### src/branch_target_pkg.sv
// constants for the immediate branch decoder
package branch_target_pkg;

    // ------------------------------------------------------------
    // primary opcodes and widths
    // ------------------------------------------------------------
    localparam int unsigned   WORD_W        = 32;
    localparam logic [5:0]    OPC_JUMP      = 6'h12;
    localparam logic [5:0]    OPC_COND_JUMP = 6'h10;
    localparam logic [31:0]   INSTR_BYTES   = 32'h0000_0004;

    // ------------------------------------------------------------
    // instruction field positions (bit 0 of the word is the lsb)
    // ------------------------------------------------------------
    localparam int unsigned   OPC_HI        = 31;
    localparam int unsigned   OPC_LO        = 26;
    localparam int unsigned   LONG_DISP_HI  = 25;
    localparam int unsigned   LONG_DISP_LO  = 2;
    localparam int unsigned   OPTIONS_HI    = 25;
    localparam int unsigned   OPTIONS_LO    = 21;
    localparam int unsigned   SELECT_HI     = 20;
    localparam int unsigned   SELECT_LO     = 16;
    localparam int unsigned   SHORT_DISP_HI = 15;
    localparam int unsigned   SHORT_DISP_LO = 2;
    localparam int unsigned   ABS_BIT       = 1;
    localparam int unsigned   LINK_BIT      = 0;

    // ------------------------------------------------------------
    // branch_options bits: b0 is the field msb
    // ------------------------------------------------------------
    localparam int unsigned   OPT_NO_COND   = 4;   // b0
    localparam int unsigned   OPT_SENSE     = 3;   // b1
    localparam int unsigned   OPT_NO_DEC    = 2;   // b2
    localparam int unsigned   OPT_ZERO      = 1;   // b3
    localparam int unsigned   OPT_HINT      = 0;   // b4

    // ------------------------------------------------------------
    // reset values
    // ------------------------------------------------------------
    localparam logic [31:0]   RST_WORD      = 32'h0000_0000;

endpackage : branch_target_pkg

### src/branch_target_decoder.sv
// immediate branch decoder and executor with link and loop counter
`timescale 1ns/1ps
// Functional notes
// - relative jump target is instruction address plus sign-extended displacement times four.
// - absolute jump target is sign-extended displacement times four, no address added.
// - absolute and link flags select the four unconditional forms.
// - link flag set on unconditional jump loads the link register.
// - no branch changes the exception register or condition field zero.
// - relative conditional target adds sign-extended short displacement times four.
// - absolute conditional target is sign-extended short displacement times four.
// - absolute and link flags select four conditional forms; link writes link register.
// - tested condition is the condition_flags bit picked by cond_select.
// - older codes 0000y-0101y decrement counter and test counter plus condition.
// - older codes 001zy and 011zy test condition only, counter untouched.
// - older 1z00y and 1z01y test decremented counter; 1z1zz always branches.
// - in newer variant a set z bit makes the form invalid.
// - y hint never changes the outcome.
// - legacy variant accepts any z and y values.
// - later encoding counter codes match older ones; 1z1zz always branches.
// - later codes 001at and 011at test condition only.
// - a/t hint never changes the outcome; 01 is treated as no hint.
// - link value is the address of the next instruction.
module branch_target_decoder
    import branch_target_pkg::*;
#(
    parameter int unsigned ADDR_W = WORD_W
) (
    // clock and reset
    input  wire logic              clk,
    input  wire logic              srst,
    // variant selection
    input  wire logic              strictForms,
    input  wire logic              laterEncoding,
    // instruction from fetch
    input  wire logic              instrValid,
    input  wire logic [31:0]       instrWord,
    input  wire logic [ADDR_W-1:0] instrAddr,
    input  wire logic [31:0]       conditionFlags,
    // loop counter load
    input  wire logic              counterLoad,
    input  wire logic [31:0]       counterLoadValue,
    // results to sequencing logic
    output logic                   branchDone,
    output logic                   redirect,
    output logic [ADDR_W-1:0]      targetAddr,
    output logic                   invalidForm,
    output logic                   linkWritten,
    output logic [ADDR_W-1:0]      linkReg,
    output logic [31:0]            loopCounter,
    output logic                   hintGiven,
    output logic                   hintTaken
);

    if (ADDR_W != WORD_W) begin : g_addr_w_check
        $error("branch_target_decoder: ADDR_W must be 32");
    end

    // ------------------------------------------------------------
    // field extraction
    // ------------------------------------------------------------
    logic [5:0]        opcode;
    logic [4:0]        options;
    logic [4:0]        condSelect;
    logic              absoluteFlag;
    logic              linkFlag;
    logic              isJump;
    logic              isCond;
    logic [31:0]       longOffset;
    logic [31:0]       shortOffset;

    assign opcode       = instrWord[OPC_HI:OPC_LO];
    assign options      = instrWord[OPTIONS_HI:OPTIONS_LO];
    assign condSelect   = instrWord[SELECT_HI:SELECT_LO];
    assign absoluteFlag = instrWord[ABS_BIT];
    assign linkFlag     = instrWord[LINK_BIT];
    assign isJump       = instrValid && (opcode == OPC_JUMP);
    assign isCond       = instrValid && (opcode == OPC_COND_JUMP);
    // displacement times four, sign extended to a full word
    assign longOffset   = {{6{instrWord[LONG_DISP_HI]}}, instrWord[LONG_DISP_HI:LONG_DISP_LO], 2'b00};
    assign shortOffset  = {{16{instrWord[SHORT_DISP_HI]}}, instrWord[SHORT_DISP_HI:SHORT_DISP_LO], 2'b00};

    // ------------------------------------------------------------
    // branch_options decode
    // ------------------------------------------------------------
    logic              noCond;
    logic              noDec;
    logic              condBit;
    logic              condOk;
    logic              ctrOk;
    logic [31:0]       loopCounter_q, loopCounter_d;
    logic [31:0]       ctrMinusOne;
    logic              zViolation;
    logic              hintGivenComb;
    logic              hintTakenComb;

    assign noCond      = options[OPT_NO_COND];
    assign noDec       = options[OPT_NO_DEC];
    assign condBit     = conditionFlags[5'd31 - condSelect];
    assign condOk      = noCond || (condBit == options[OPT_SENSE]);
    assign ctrMinusOne = loopCounter_q - 32'h0000_0001;
    assign ctrOk       = noDec || ((ctrMinusOne == 32'h0000_0000) == options[OPT_ZERO]);

    always_comb begin
        zViolation    = 1'b0;
        hintGivenComb = 1'b0;
        hintTakenComb = 1'b0;
        case ({noCond, noDec})
            2'b00: begin
                // counter and condition: newer z in b4, older y in b4
                zViolation    = laterEncoding & options[OPT_HINT];
                hintGivenComb = ~laterEncoding;
                hintTakenComb = ~laterEncoding & options[OPT_HINT];
            end
            2'b01: begin
                // condition only: older z in b3, later a/t in b3/b4
                zViolation    = ~laterEncoding & options[OPT_ZERO];
                hintGivenComb = laterEncoding ? options[OPT_ZERO] : 1'b1;
                hintTakenComb = options[OPT_HINT];
            end
            2'b10: begin
                // counter only: older z in b1, later a in b1 and t in b4
                zViolation    = ~laterEncoding & options[OPT_SENSE];
                hintGivenComb = laterEncoding ? options[OPT_SENSE] : 1'b1;
                hintTakenComb = options[OPT_HINT];
            end
            2'b11: begin
                zViolation    = options[OPT_SENSE] | options[OPT_ZERO] | options[OPT_HINT];
            end
            default: begin
                zViolation    = 1'b0;
            end
        endcase
    end

    // ------------------------------------------------------------
    // result registers
    // ------------------------------------------------------------
    logic              branchDone_q,  branchDone_d;
    logic              redirect_q,    redirect_d;
    logic [31:0]       targetAddr_q,  targetAddr_d;
    logic              invalidForm_q, invalidForm_d;
    logic              linkWritten_q, linkWritten_d;
    logic [31:0]       linkReg_q,     linkReg_d;
    logic              hintGiven_q,   hintGiven_d;
    logic              hintTaken_q,   hintTaken_d;
    logic              badForm;

    // strict variant only; legacy ignores z bits entirely
    assign badForm = isCond && strictForms && zViolation;

    // condition flags and exception register are never driven from here
    always_comb begin
        branchDone_d  = isJump || (isCond && !badForm);
        invalidForm_d = badForm;
        redirect_d    = 1'b0;
        targetAddr_d  = targetAddr_q;
        linkWritten_d = 1'b0;
        linkReg_d     = linkReg_q;
        loopCounter_d = counterLoad ? counterLoadValue : loopCounter_q;
        hintGiven_d   = 1'b0;
        hintTaken_d   = 1'b0;
        if (isJump) begin
            redirect_d   = 1'b1;
            targetAddr_d = absoluteFlag ? longOffset : (instrAddr + longOffset);
        end else if (isCond && !badForm) begin
            // hints are reported but do not feed the outcome
            redirect_d   = condOk && ctrOk;
            targetAddr_d = absoluteFlag ? shortOffset : (instrAddr + shortOffset);
            hintGiven_d  = hintGivenComb;
            hintTaken_d  = hintTakenComb;
            // branch decrement wins over a same-cycle load
            if (!noDec) begin
                loopCounter_d = ctrMinusOne;
            end
        end
        if ((isJump || (isCond && !badForm)) && linkFlag) begin
            linkWritten_d = 1'b1;
            linkReg_d     = instrAddr + INSTR_BYTES;
        end
    end

    always_ff @(posedge clk) begin
        if (srst) begin
            branchDone_q  <= 1'b0;
            redirect_q    <= 1'b0;
            targetAddr_q  <= RST_WORD;
            invalidForm_q <= 1'b0;
            linkWritten_q <= 1'b0;
            linkReg_q     <= RST_WORD;
            loopCounter_q <= RST_WORD;
            hintGiven_q   <= 1'b0;
            hintTaken_q   <= 1'b0;
        end else begin
            branchDone_q  <= branchDone_d;
            redirect_q    <= redirect_d;
            targetAddr_q  <= targetAddr_d;
            invalidForm_q <= invalidForm_d;
            linkWritten_q <= linkWritten_d;
            linkReg_q     <= linkReg_d;
            loopCounter_q <= loopCounter_d;
            hintGiven_q   <= hintGiven_d;
            hintTaken_q   <= hintTaken_d;
        end
    end

    assign branchDone  = branchDone_q;
    assign redirect    = redirect_q;
    assign targetAddr  = targetAddr_q;
    assign invalidForm = invalidForm_q;
    assign linkWritten = linkWritten_q;
    assign linkReg     = linkReg_q;
    assign loopCounter = loopCounter_q;
    assign hintGiven   = hintGiven_q;
    assign hintTaken   = hintTaken_q;

    // ------------------------------------------------------------
    // assertions
    // ------------------------------------------------------------
    property p_jump_taken;
        @(posedge clk) disable iff (srst)
        isJump |=> redirect_q && branchDone_q && !invalidForm_q;
    endproperty
    a_jump_taken: assert property (p_jump_taken) else $error("unconditional jump not taken");

    property p_jump_rel;
        @(posedge clk) disable iff (srst)
        (isJump && !absoluteFlag) |=>
            targetAddr_q == $past(instrAddr) + {{6{$past(instrWord[25])}}, $past(instrWord[25:2]), 2'b00};
    endproperty
    a_jump_rel: assert property (p_jump_rel) else $error("relative jump target wrong");

    property p_jump_abs;
        @(posedge clk) disable iff (srst)
        (isJump && absoluteFlag) |=> targetAddr_q == {{6{$past(instrWord[25])}}, $past(instrWord[25:2]), 2'b00};
    endproperty
    a_jump_abs: assert property (p_jump_abs) else $error("absolute jump target wrong");

    property p_cond_rel;
        @(posedge clk) disable iff (srst)
        (isCond && !badForm && !absoluteFlag) |=>
            targetAddr_q == $past(instrAddr) + {{16{$past(instrWord[15])}}, $past(instrWord[15:2]), 2'b00};
    endproperty
    a_cond_rel: assert property (p_cond_rel) else $error("relative conditional target wrong");

    property p_cond_abs;
        @(posedge clk) disable iff (srst)
        (isCond && !badForm && absoluteFlag) |=> targetAddr_q == {{16{$past(instrWord[15])}}, $past(instrWord[15:2]), 2'b00};
    endproperty
    a_cond_abs: assert property (p_cond_abs) else $error("absolute conditional target wrong");

    property p_link_value;
        @(posedge clk) disable iff (srst)
        ((isJump || (isCond && !badForm)) && linkFlag) |=> linkWritten_q && linkReg_q == $past(instrAddr) + 32'h4;
    endproperty
    a_link_value: assert property (p_link_value) else $error("link register not next address");

    property p_link_hold;
        @(posedge clk) disable iff (srst)
        !(instrValid && linkFlag) |=> $stable(linkReg_q) && !linkWritten_q;
    endproperty
    a_link_hold: assert property (p_link_hold) else $error("link register changed without link");

    property p_ctr_dec;
        @(posedge clk) disable iff (srst)
        (isCond && !badForm && !noDec) |=> loopCounter_q == $past(loopCounter_q) - 32'h1;
    endproperty
    a_ctr_dec: assert property (p_ctr_dec) else $error("counter not decremented");

    property p_ctr_keep;
        @(posedge clk) disable iff (srst)
        (isCond && noDec && !counterLoad) |=> $stable(loopCounter_q);
    endproperty
    a_ctr_keep: assert property (p_ctr_keep) else $error("counter changed on condition-only branch");

    property p_always;
        @(posedge clk) disable iff (srst)
        (isCond && !badForm && noCond && noDec) |=> redirect_q;
    endproperty
    a_always: assert property (p_always) else $error("branch-always not taken");

    property p_cond_false;
        @(posedge clk) disable iff (srst)
        (isCond && !badForm && !noCond && (condBit != options[OPT_SENSE])) |=> branchDone_q && !redirect_q;
    endproperty
    a_cond_false: assert property (p_cond_false) else $error("branch taken on failed condition");

    property p_invalid;
        @(posedge clk) disable iff (srst)
        (isCond && strictForms && zViolation) |=> invalidForm_q && !redirect_q && !branchDone_q;
    endproperty
    a_invalid: assert property (p_invalid) else $error("set z bit not flagged invalid");

    // back-to-back bad forms are legal, so the pulse is checked per instruction
    property p_invalid_pulse;
        @(posedge clk) disable iff (srst)
        !(isCond && strictForms && zViolation) |=> !invalidForm_q;
    endproperty
    a_invalid_pulse: assert property (p_invalid_pulse) else $error("invalid flag without a bad form");

    property p_legacy;
        @(posedge clk) disable iff (srst)
        !strictForms |=> !invalidForm_q;
    endproperty
    a_legacy: assert property (p_legacy) else $error("legacy variant flagged invalid");

endmodule : branch_target_decoder

### config.mk
export PLATFORM = sky130hd
export DESIGN_NAME = branch_target_decoder
export DESIGN_NICKNAME = d
export VERILOG_FILES = /design/src/branch_target_pkg.sv /design/src/branch_target_decoder.sv
export SDC_FILE = /design/constraint.sdc
export NUM_CORES = 1
export LEC_CHECK = 0
export BUFFER_PORTS_ARGS = -buffer_cell sky130_fd_sc_hd__buf_4
export CORE_MARGIN = 2
export CORE_UTILIZATION = 54
export CTS_BUF_LIST = sky130_fd_sc_hd__clkbuf_16
export CTS_CLUSTER_DIAMETER = 200
export DETAILED_ROUTE_END_ITERATION = 10
export PLACE_DENSITY = 0.86
export SYNTH_ARGS = -nofsm -noshare
export SYNTH_HDL_FRONTEND = slang
export SYNTH_SLANG_ARGS = --single-unit
### constraint.sdc
create_clock -name clk -period 4.12 [get_ports clk]
set_input_delay 0.824 -clock clk [delete_from_list [all_inputs] [get_ports clk]]
set_output_delay 0.824 -clock clk [all_outputs]
set_load 0.02 [all_outputs]
# Word-level counts from Yosys, hierarchy flattened
# Cells that the tools add are included.
totals:
  rom_bits: 0
  latch_bits: 0
  reg_bits: 102
  in_bits: 134
  ramBits: 0
  wordCells: 64
  output_inout_bits: 102
  n_memories: 0
op_classes:
  n_reduce_logical: 16
  shift: 0
  bitwise_logic: 8
  n_eq_ne: 7
  n_mux: 18
  n_div: 0
  magnitude_cmp: 1
  n_mul: 0
  add_sub_neg: 5
ops:
  columns: ["op", "n"]
  rows:
  - ["32-bit two-way mux", 8]
  - ["32-bit adder", 2]
  - ["32-bit by 3-bit adder with 32-bit output (second input constant)", 1]
  - ["32-bit zero test", 1]
  - ["32-bit by 1-bit subtractor with 32-bit output (second input constant)", 1]
  - ["6-bit by 5-bit == test with 1-bit output (second input constant)", 2]
  - ["1-bit logical AND", 7]
  - ["5-bit by 6-bit < comparator with 1-bit output (second input constant)", 1]
  - ["1-bit two-way mux", 6]
  - ["1-bit binary-select mux with 5-bit select", 1]
  - ["5-bit subtractor (first input constant)", 1]
  - ["1-bit bitwise AND", 4]
  - ["2-bit == test (second input constant)", 2]
  - ["1-bit case mux with 4 select lines", 1]
  - ["1-bit logical OR", 3]
  - ["1-bit case mux with 3 select lines", 1]
  - ["3-bit OR reduction", 1]
  - ["1-bit == test", 2]
  - ["2-bit by 1-bit == test with 1-bit output (second input constant)", 1]
  - ["2-bit zero test", 1]
  - ["1-bit inverter", 2]
  - ["1-bit bitwise OR", 2]
  - ["1-bit case mux with 2 select lines", 1]
  - ["2-bit nonzero test", 1]
  - ["2 further kinds", 2]

# Longest topological paths before layout
depth:
  ltp_word: 9
  ltp_mapped: 12

# Worst setup path before layout
# OpenSTA, ideal clock, no wires.
synth_path:
  path_type: "input to register"
  from: "input port instrWord[2]"
  to: "register targetAddr_q[18], in the netlist targetAddr[18]"
  stages: 11
  setup_ns: 0.132
  path_buffers: 0
  arrival_ns: 3.086
  path_slack_ns: 0.902
  required_ns: 3.988
  cell_sequence: "ha_1 > fa_1 > a21o_1 > a221oi_2 > o211ai_1 > a21oi_1 > o21ai_1 > xor2_1 > mux4_2 > nand2_1 > a21oi_1"
synth_via:
  elab_chain_len: 4
synth_lines:
  columns: ["element", "line", "rtl"]
  rows:
  - ["start: declaration", "branch_target_decoder.sv:36", "input wire logic [31:0] instrWord,"]
  - ["32-bit adder", "branch_target_decoder.sv:168", "targetAddr_d = absoluteFlag ? shortOffset : (instrAddr + shortOffset);"]
  - ["32-bit two-way mux", "branch_target_decoder.sv:168", null]
  - ["32-bit two-way mux", "branch_target_decoder.sv:165", "end else if (isCond && !badForm) begin"]
  - ["32-bit two-way mux *", "branch_target_decoder.sv:162", "if (isJump) begin"]
  - ["end signal: assignment", "branch_target_decoder.sv:196", "targetAddr_q <= targetAddr_d;"]
  - ["end: declaration", "branch_target_decoder.sv:140", "logic [31:0] targetAddr_q, targetAddr_d;"]
# Every way passes the cells marked *; elsewhere a longest branch is shown, timed or not. The select of a mux whose other input is x is not followed.
# A chain may end at the register's enable or synchronous reset.

# Worst setup path in the final report
# Ends and elaborated chain as after synthesis.

==> out/results.ini <==
[logic_synthesis]
ys_types = 84
synthesis.area_per_instance_sq_um = 7.72
ys.warnings.count = 0
synth-main-ff-cell = sky130_fd_sc_hd__dfxtp_1
postSynth.asyncResetShare_pct = 0
synth_cells = 1077
seq_total_area_yosys_pct = 24.6
ys_ff_latch = 102
synth-edff-count = 0
post_syn_area_sq_mm = 0.00831
postSynthNetCount = 1264

[sta]
post-route-period-util_pct = 80.9
hold_viol = 0
period_minus_slack_ns = 3.33
finalSetupViolCount = 0
final.setup_skew_ns = 0.00619
slew_viol_final = 0
worst_slew_margin_rel_pct = 31.0
setup_tns_ns = 0
max_freq_mhz = 300
unrepaired_setup_endpoints_after_global_routing = no
max_slew.worst_pin.slew_ns = 1.03

[drt]
drcViolationCount = 0
route.antenna.remaining_nets = 0
routed_via_density = 6.36
1st_pass_router_iterations = 5
wire_length_after_detailed_routing_mm = 27.9
drt-wirelength-per-cell_um = 19.0
vias = 9351
initialDrtViolationCount = 1015

[cts]
htree_levels = 3
clk_path_buf_depth = 2
inserted_clock_buffers = 9
count_of_instances_resized_after_the_clock_tree_is_built = 0
clock-root-buffer = sky130_fd_sc_hd__clkbuf_16
cts.hold.buffers_added = 0
clk_transition_reported_paths_ns = 0.07
worstSkewPairLatency_ns = 0.36
cts_tree = built
cts_setup_buffers = 0
cts.sink_count = 102

[final_layout]
area_taken_by_multi_input_logic_gates_sq_mm = 0.00596
final_util_pct = 69.1
share_of_layout_cells_above_drive_strength_1_pct = 23.6
seqCellArea_sq_mm = 0.00204
most_common_cell_after_layout_fill_and_taps_aside = sky130_fd_sc_hd__buf_4
design.final.nets = 1464
syn_to_final_growth_pct = 25.9
final_cell_area_sq_mm = 0.0105
insertedDiodeCount = 0
most-common-layout-cells = sky130_fd_sc_hd__buf_4 (246), sky130_fd_sc_hd__nor2_1 (134), sky130_fd_sc_hd__dfxtp_1 (102), sky130_fd_sc_hd__nand2_1 (91), sky130_fd_sc_hd__a21oi_1 (86)
num-fill-cells = 1305

[place]
postPlaceCellArea_sq_mm = 0.0102
hpwlAfterDp_mm = 21.2
gp_congestion = 0.991
port_buffers = 235

[worst_setup_path]
start_kind = input pin
critical_path_required_ns = 4.35
r2r_end = redirect
timing.reg2reg.setup_slack_ns = 1.14
timing_worst_setup_path_type = input pin to flip-flop
regToRegStartpoint = loopCounter[0]
critical_path.endpoint_type = flip-flop
worstPathArrival_ns = 3.57
largest_fanout_on_the_critical_path = 5
ff2ff_path_depth = 11

[hold_path]
timing.hold.worst.class = flip-flop to flip-flop
hp-start = targetAddr[0]
worst_hold_path.endpoint = targetAddr[0]
timing.hold.worst_path_depth = 2

[floorplan]
fp.dieW_um = 128
die_y_extent_um = 128
top_level_ports = 236
row_count = 45
die-area_sq_mm = 0.0164
floorplan.initialDensity_pct = 54.9
floorplan.core_area_sq_mm = 0.0151

[grt]
total_routing_resource_utilization_after_global_routing_pct = 33.0
grt_start_max_net_pins = 67
number_of_global_route_vias_before_repair = 8554
antenna_found_initial = 0
global_route_wire_length_before_repair_mm = 43.1
globalRoute.totalOverflow = 0

[power]
cell_pwr_density_mw_per_mm2 = 271
vdd_drop_max_mv = 0.213
static-leakage-power_nw = 4.50

[run_status]
status = finished clean

[flow_run]
max_cap_viol_count = 0

## worst max-delay path by stage
stage / cells after the start / slack (ns) / end / start
2_1_floorplan: 11 / 0.90 / targetAddr[18] / instrWord[2]
3_3_place_gp: 12 / 0.58 / targetAddr[18] / instrWord[2]
3_5_place_dp: 12 / 0.47 / targetAddr[18] / instrWord[2]
4_1_cts: 12 / 0.82 / targetAddr[18] / instrWord[2]
5_1_grt: 12 / 0.63 / targetAddr[18] / instrAddr[2]
6_report: 12 / 0.79 / targetAddr[18] / instrWord[2]
## state kept, by name, indices dropped and copies added, names as in the netlist
register / flops
hintGiven: 1
loopCounter: 32
hintTaken: 1
linkReg: 32
invalidForm: 1
targetAddr: 32
redirect: 1
branchDone: 1
linkWritten: 1
## area by class of cell
cell class              count  area share, %
inverters                  24          0.861
repair buffers            246           17.7
clock inverters             7          0.610
clock buffers               9           2.15
multi-input cells         894           57.0
well taps                 188           2.25
flip-flops and latches    102           19.5
## synth_stat cells (4+ instances only)
| master | count | area [sq um] |
|---|---|---|
| sky130_fd_sc_hd__a21o_1 | 31 | 233 |
| sky130_fd_sc_hd__o21ai_1 | 4 | 20.0 |
| sky130_fd_sc_hd__dfxtp_1 | 102 | 2040 |
| sky130_fd_sc_hd__nand4b_1 | 4 | 35.0 |
| sky130_fd_sc_hd__mux4_2 | 11 | 248 |
| sky130_fd_sc_hd__o21a_1 | 8 | 60.1 |
| sky130_fd_sc_hd__and2_1 | 5 | 31.3 |
| sky130_fd_sc_hd__xnor2_1 | 30 | 263 |
| sky130_fd_sc_hd__inv_1 | 24 | 90.1 |
| sky130_fd_sc_hd__ha_1 | 52 | 651 |
| sky130_fd_sc_hd__mux2i_1 | 15 | 150 |
| sky130_fd_sc_hd__a21oi_1 | 86 | 430 |
| sky130_fd_sc_hd__or2_2 | 7 | 43.8 |
| sky130_fd_sc_hd__a222oi_1 | 8 | 80.1 |
| sky130_fd_sc_hd__and3_1 | 15 | 93.8 |
| sky130_fd_sc_hd__a211o_1 | 4 | 35.0 |
| sky130_fd_sc_hd__o31ai_1 | 6 | 45.0 |
| sky130_fd_sc_hd__o21ai_0 | 68 | 340 |
| sky130_fd_sc_hd__and4_1 | 6 | 52.6 |
| sky130_fd_sc_hd__nand2b_1 | 8 | 50.1 |
| sky130_fd_sc_hd__a31oi_1 | 11 | 68.8 |
| sky130_fd_sc_hd__xor2_1 | 31 | 272 |
| sky130_fd_sc_hd__clkbuf_1 | 49 | 184 |
| sky130_fd_sc_hd__o211ai_1 | 12 | 90.1 |
| sky130_fd_sc_hd__nand2_1 | 91 | 342 |
| sky130_fd_sc_hd__or3_1 | 16 | 100 |
| sky130_fd_sc_hd__o22ai_1 | 8 | 50.1 |
| sky130_fd_sc_hd__nor2b_1 | 9 | 56.3 |
| sky130_fd_sc_hd__nor3_1 | 38 | 190 |
| sky130_fd_sc_hd__a221oi_1 | 9 | 78.8 |
| sky130_fd_sc_hd__nor2_1 | 135 | 507 |
| sky130_fd_sc_hd__nor4_1 | 9 | 56.3 |
| sky130_fd_sc_hd__a311oi_1 | 6 | 52.6 |
| sky130_fd_sc_hd__buf_2 | 6 | 30.0 |
| sky130_fd_sc_hd__nand4_1 | 11 | 68.8 |
| sky130_fd_sc_hd__nand3_1 | 34 | 170 |
| sky130_fd_sc_hd__o21bai_1 | 7 | 52.6 |
| sky130_fd_sc_hd__a211oi_1 | 40 | 300 |
## routing by layer
metal	GRT usage, %	vias to the layer above	part of all wire, %
met5	0	-	0
met4	14.6	0	3.6
met3	4.05	74	9.1
met2	53.4	542	45
met1	44.2	4299	42
li1	-	4436	-
## power by group
group	internal, W	switching, W	total [W]
Clock	0.000468	0.000412	0.000880
Sequential	0.00101	0.0000421	0.00105
Combinational	0.000399	0.000506	0.000904
Total	0.00188	0.000960	0.00284
## logic make-up after synthesis
logic type,after synthesis,synth area share [%]
adders and majority gates,53,8.07
AOI/OAI and AO/OA,339,27.3
xor gates and xnor gates,61,6.43
buffers and inverters,81,3.79
and+or+nand+nor,414,25.0
muxes,27,4.92
DFF,102,24.6
## per-stage QoR
stage | power (W) | instances | hold WS, ns | worst slack [ns]
6_report | 0.00284 | 1470 | 0.454 | 0.786
5_1_grt | 0.00295 | 1470 | 0.477 | 0.634
4_1_cts | 0.00282 | 1470 | 0.458 | 0.819
3_5_place_dp | 0.00195 | 1454 | 0.443 | 0.470
3_3_place_gp | 0.00194 | 1454 | 0.443 | 0.579
2_1_floorplan | 0.00165 | 1077 | 0.530 | 0.902
## critical path, cell delays in order
cell	delay, ns
sky130_fd_sc_hd__buf_4	0.11
sky130_fd_sc_hd__ha_1	0.22
sky130_fd_sc_hd__fa_1	0.42
sky130_fd_sc_hd__a21o_1	0.20
sky130_fd_sc_hd__a221oi_2	0.34
sky130_fd_sc_hd__o211ai_1	0.26
sky130_fd_sc_hd__a21oi_1	0.27
sky130_fd_sc_hd__o21ai_1	0.15
sky130_fd_sc_hd__xor2_1	0.17
sky130_fd_sc_hd__mux4_2	0.46
sky130_fd_sc_hd__nand2_1	0.09
sky130_fd_sc_hd__a21oi_1	0.06
(Power assumes the default switching activity.)
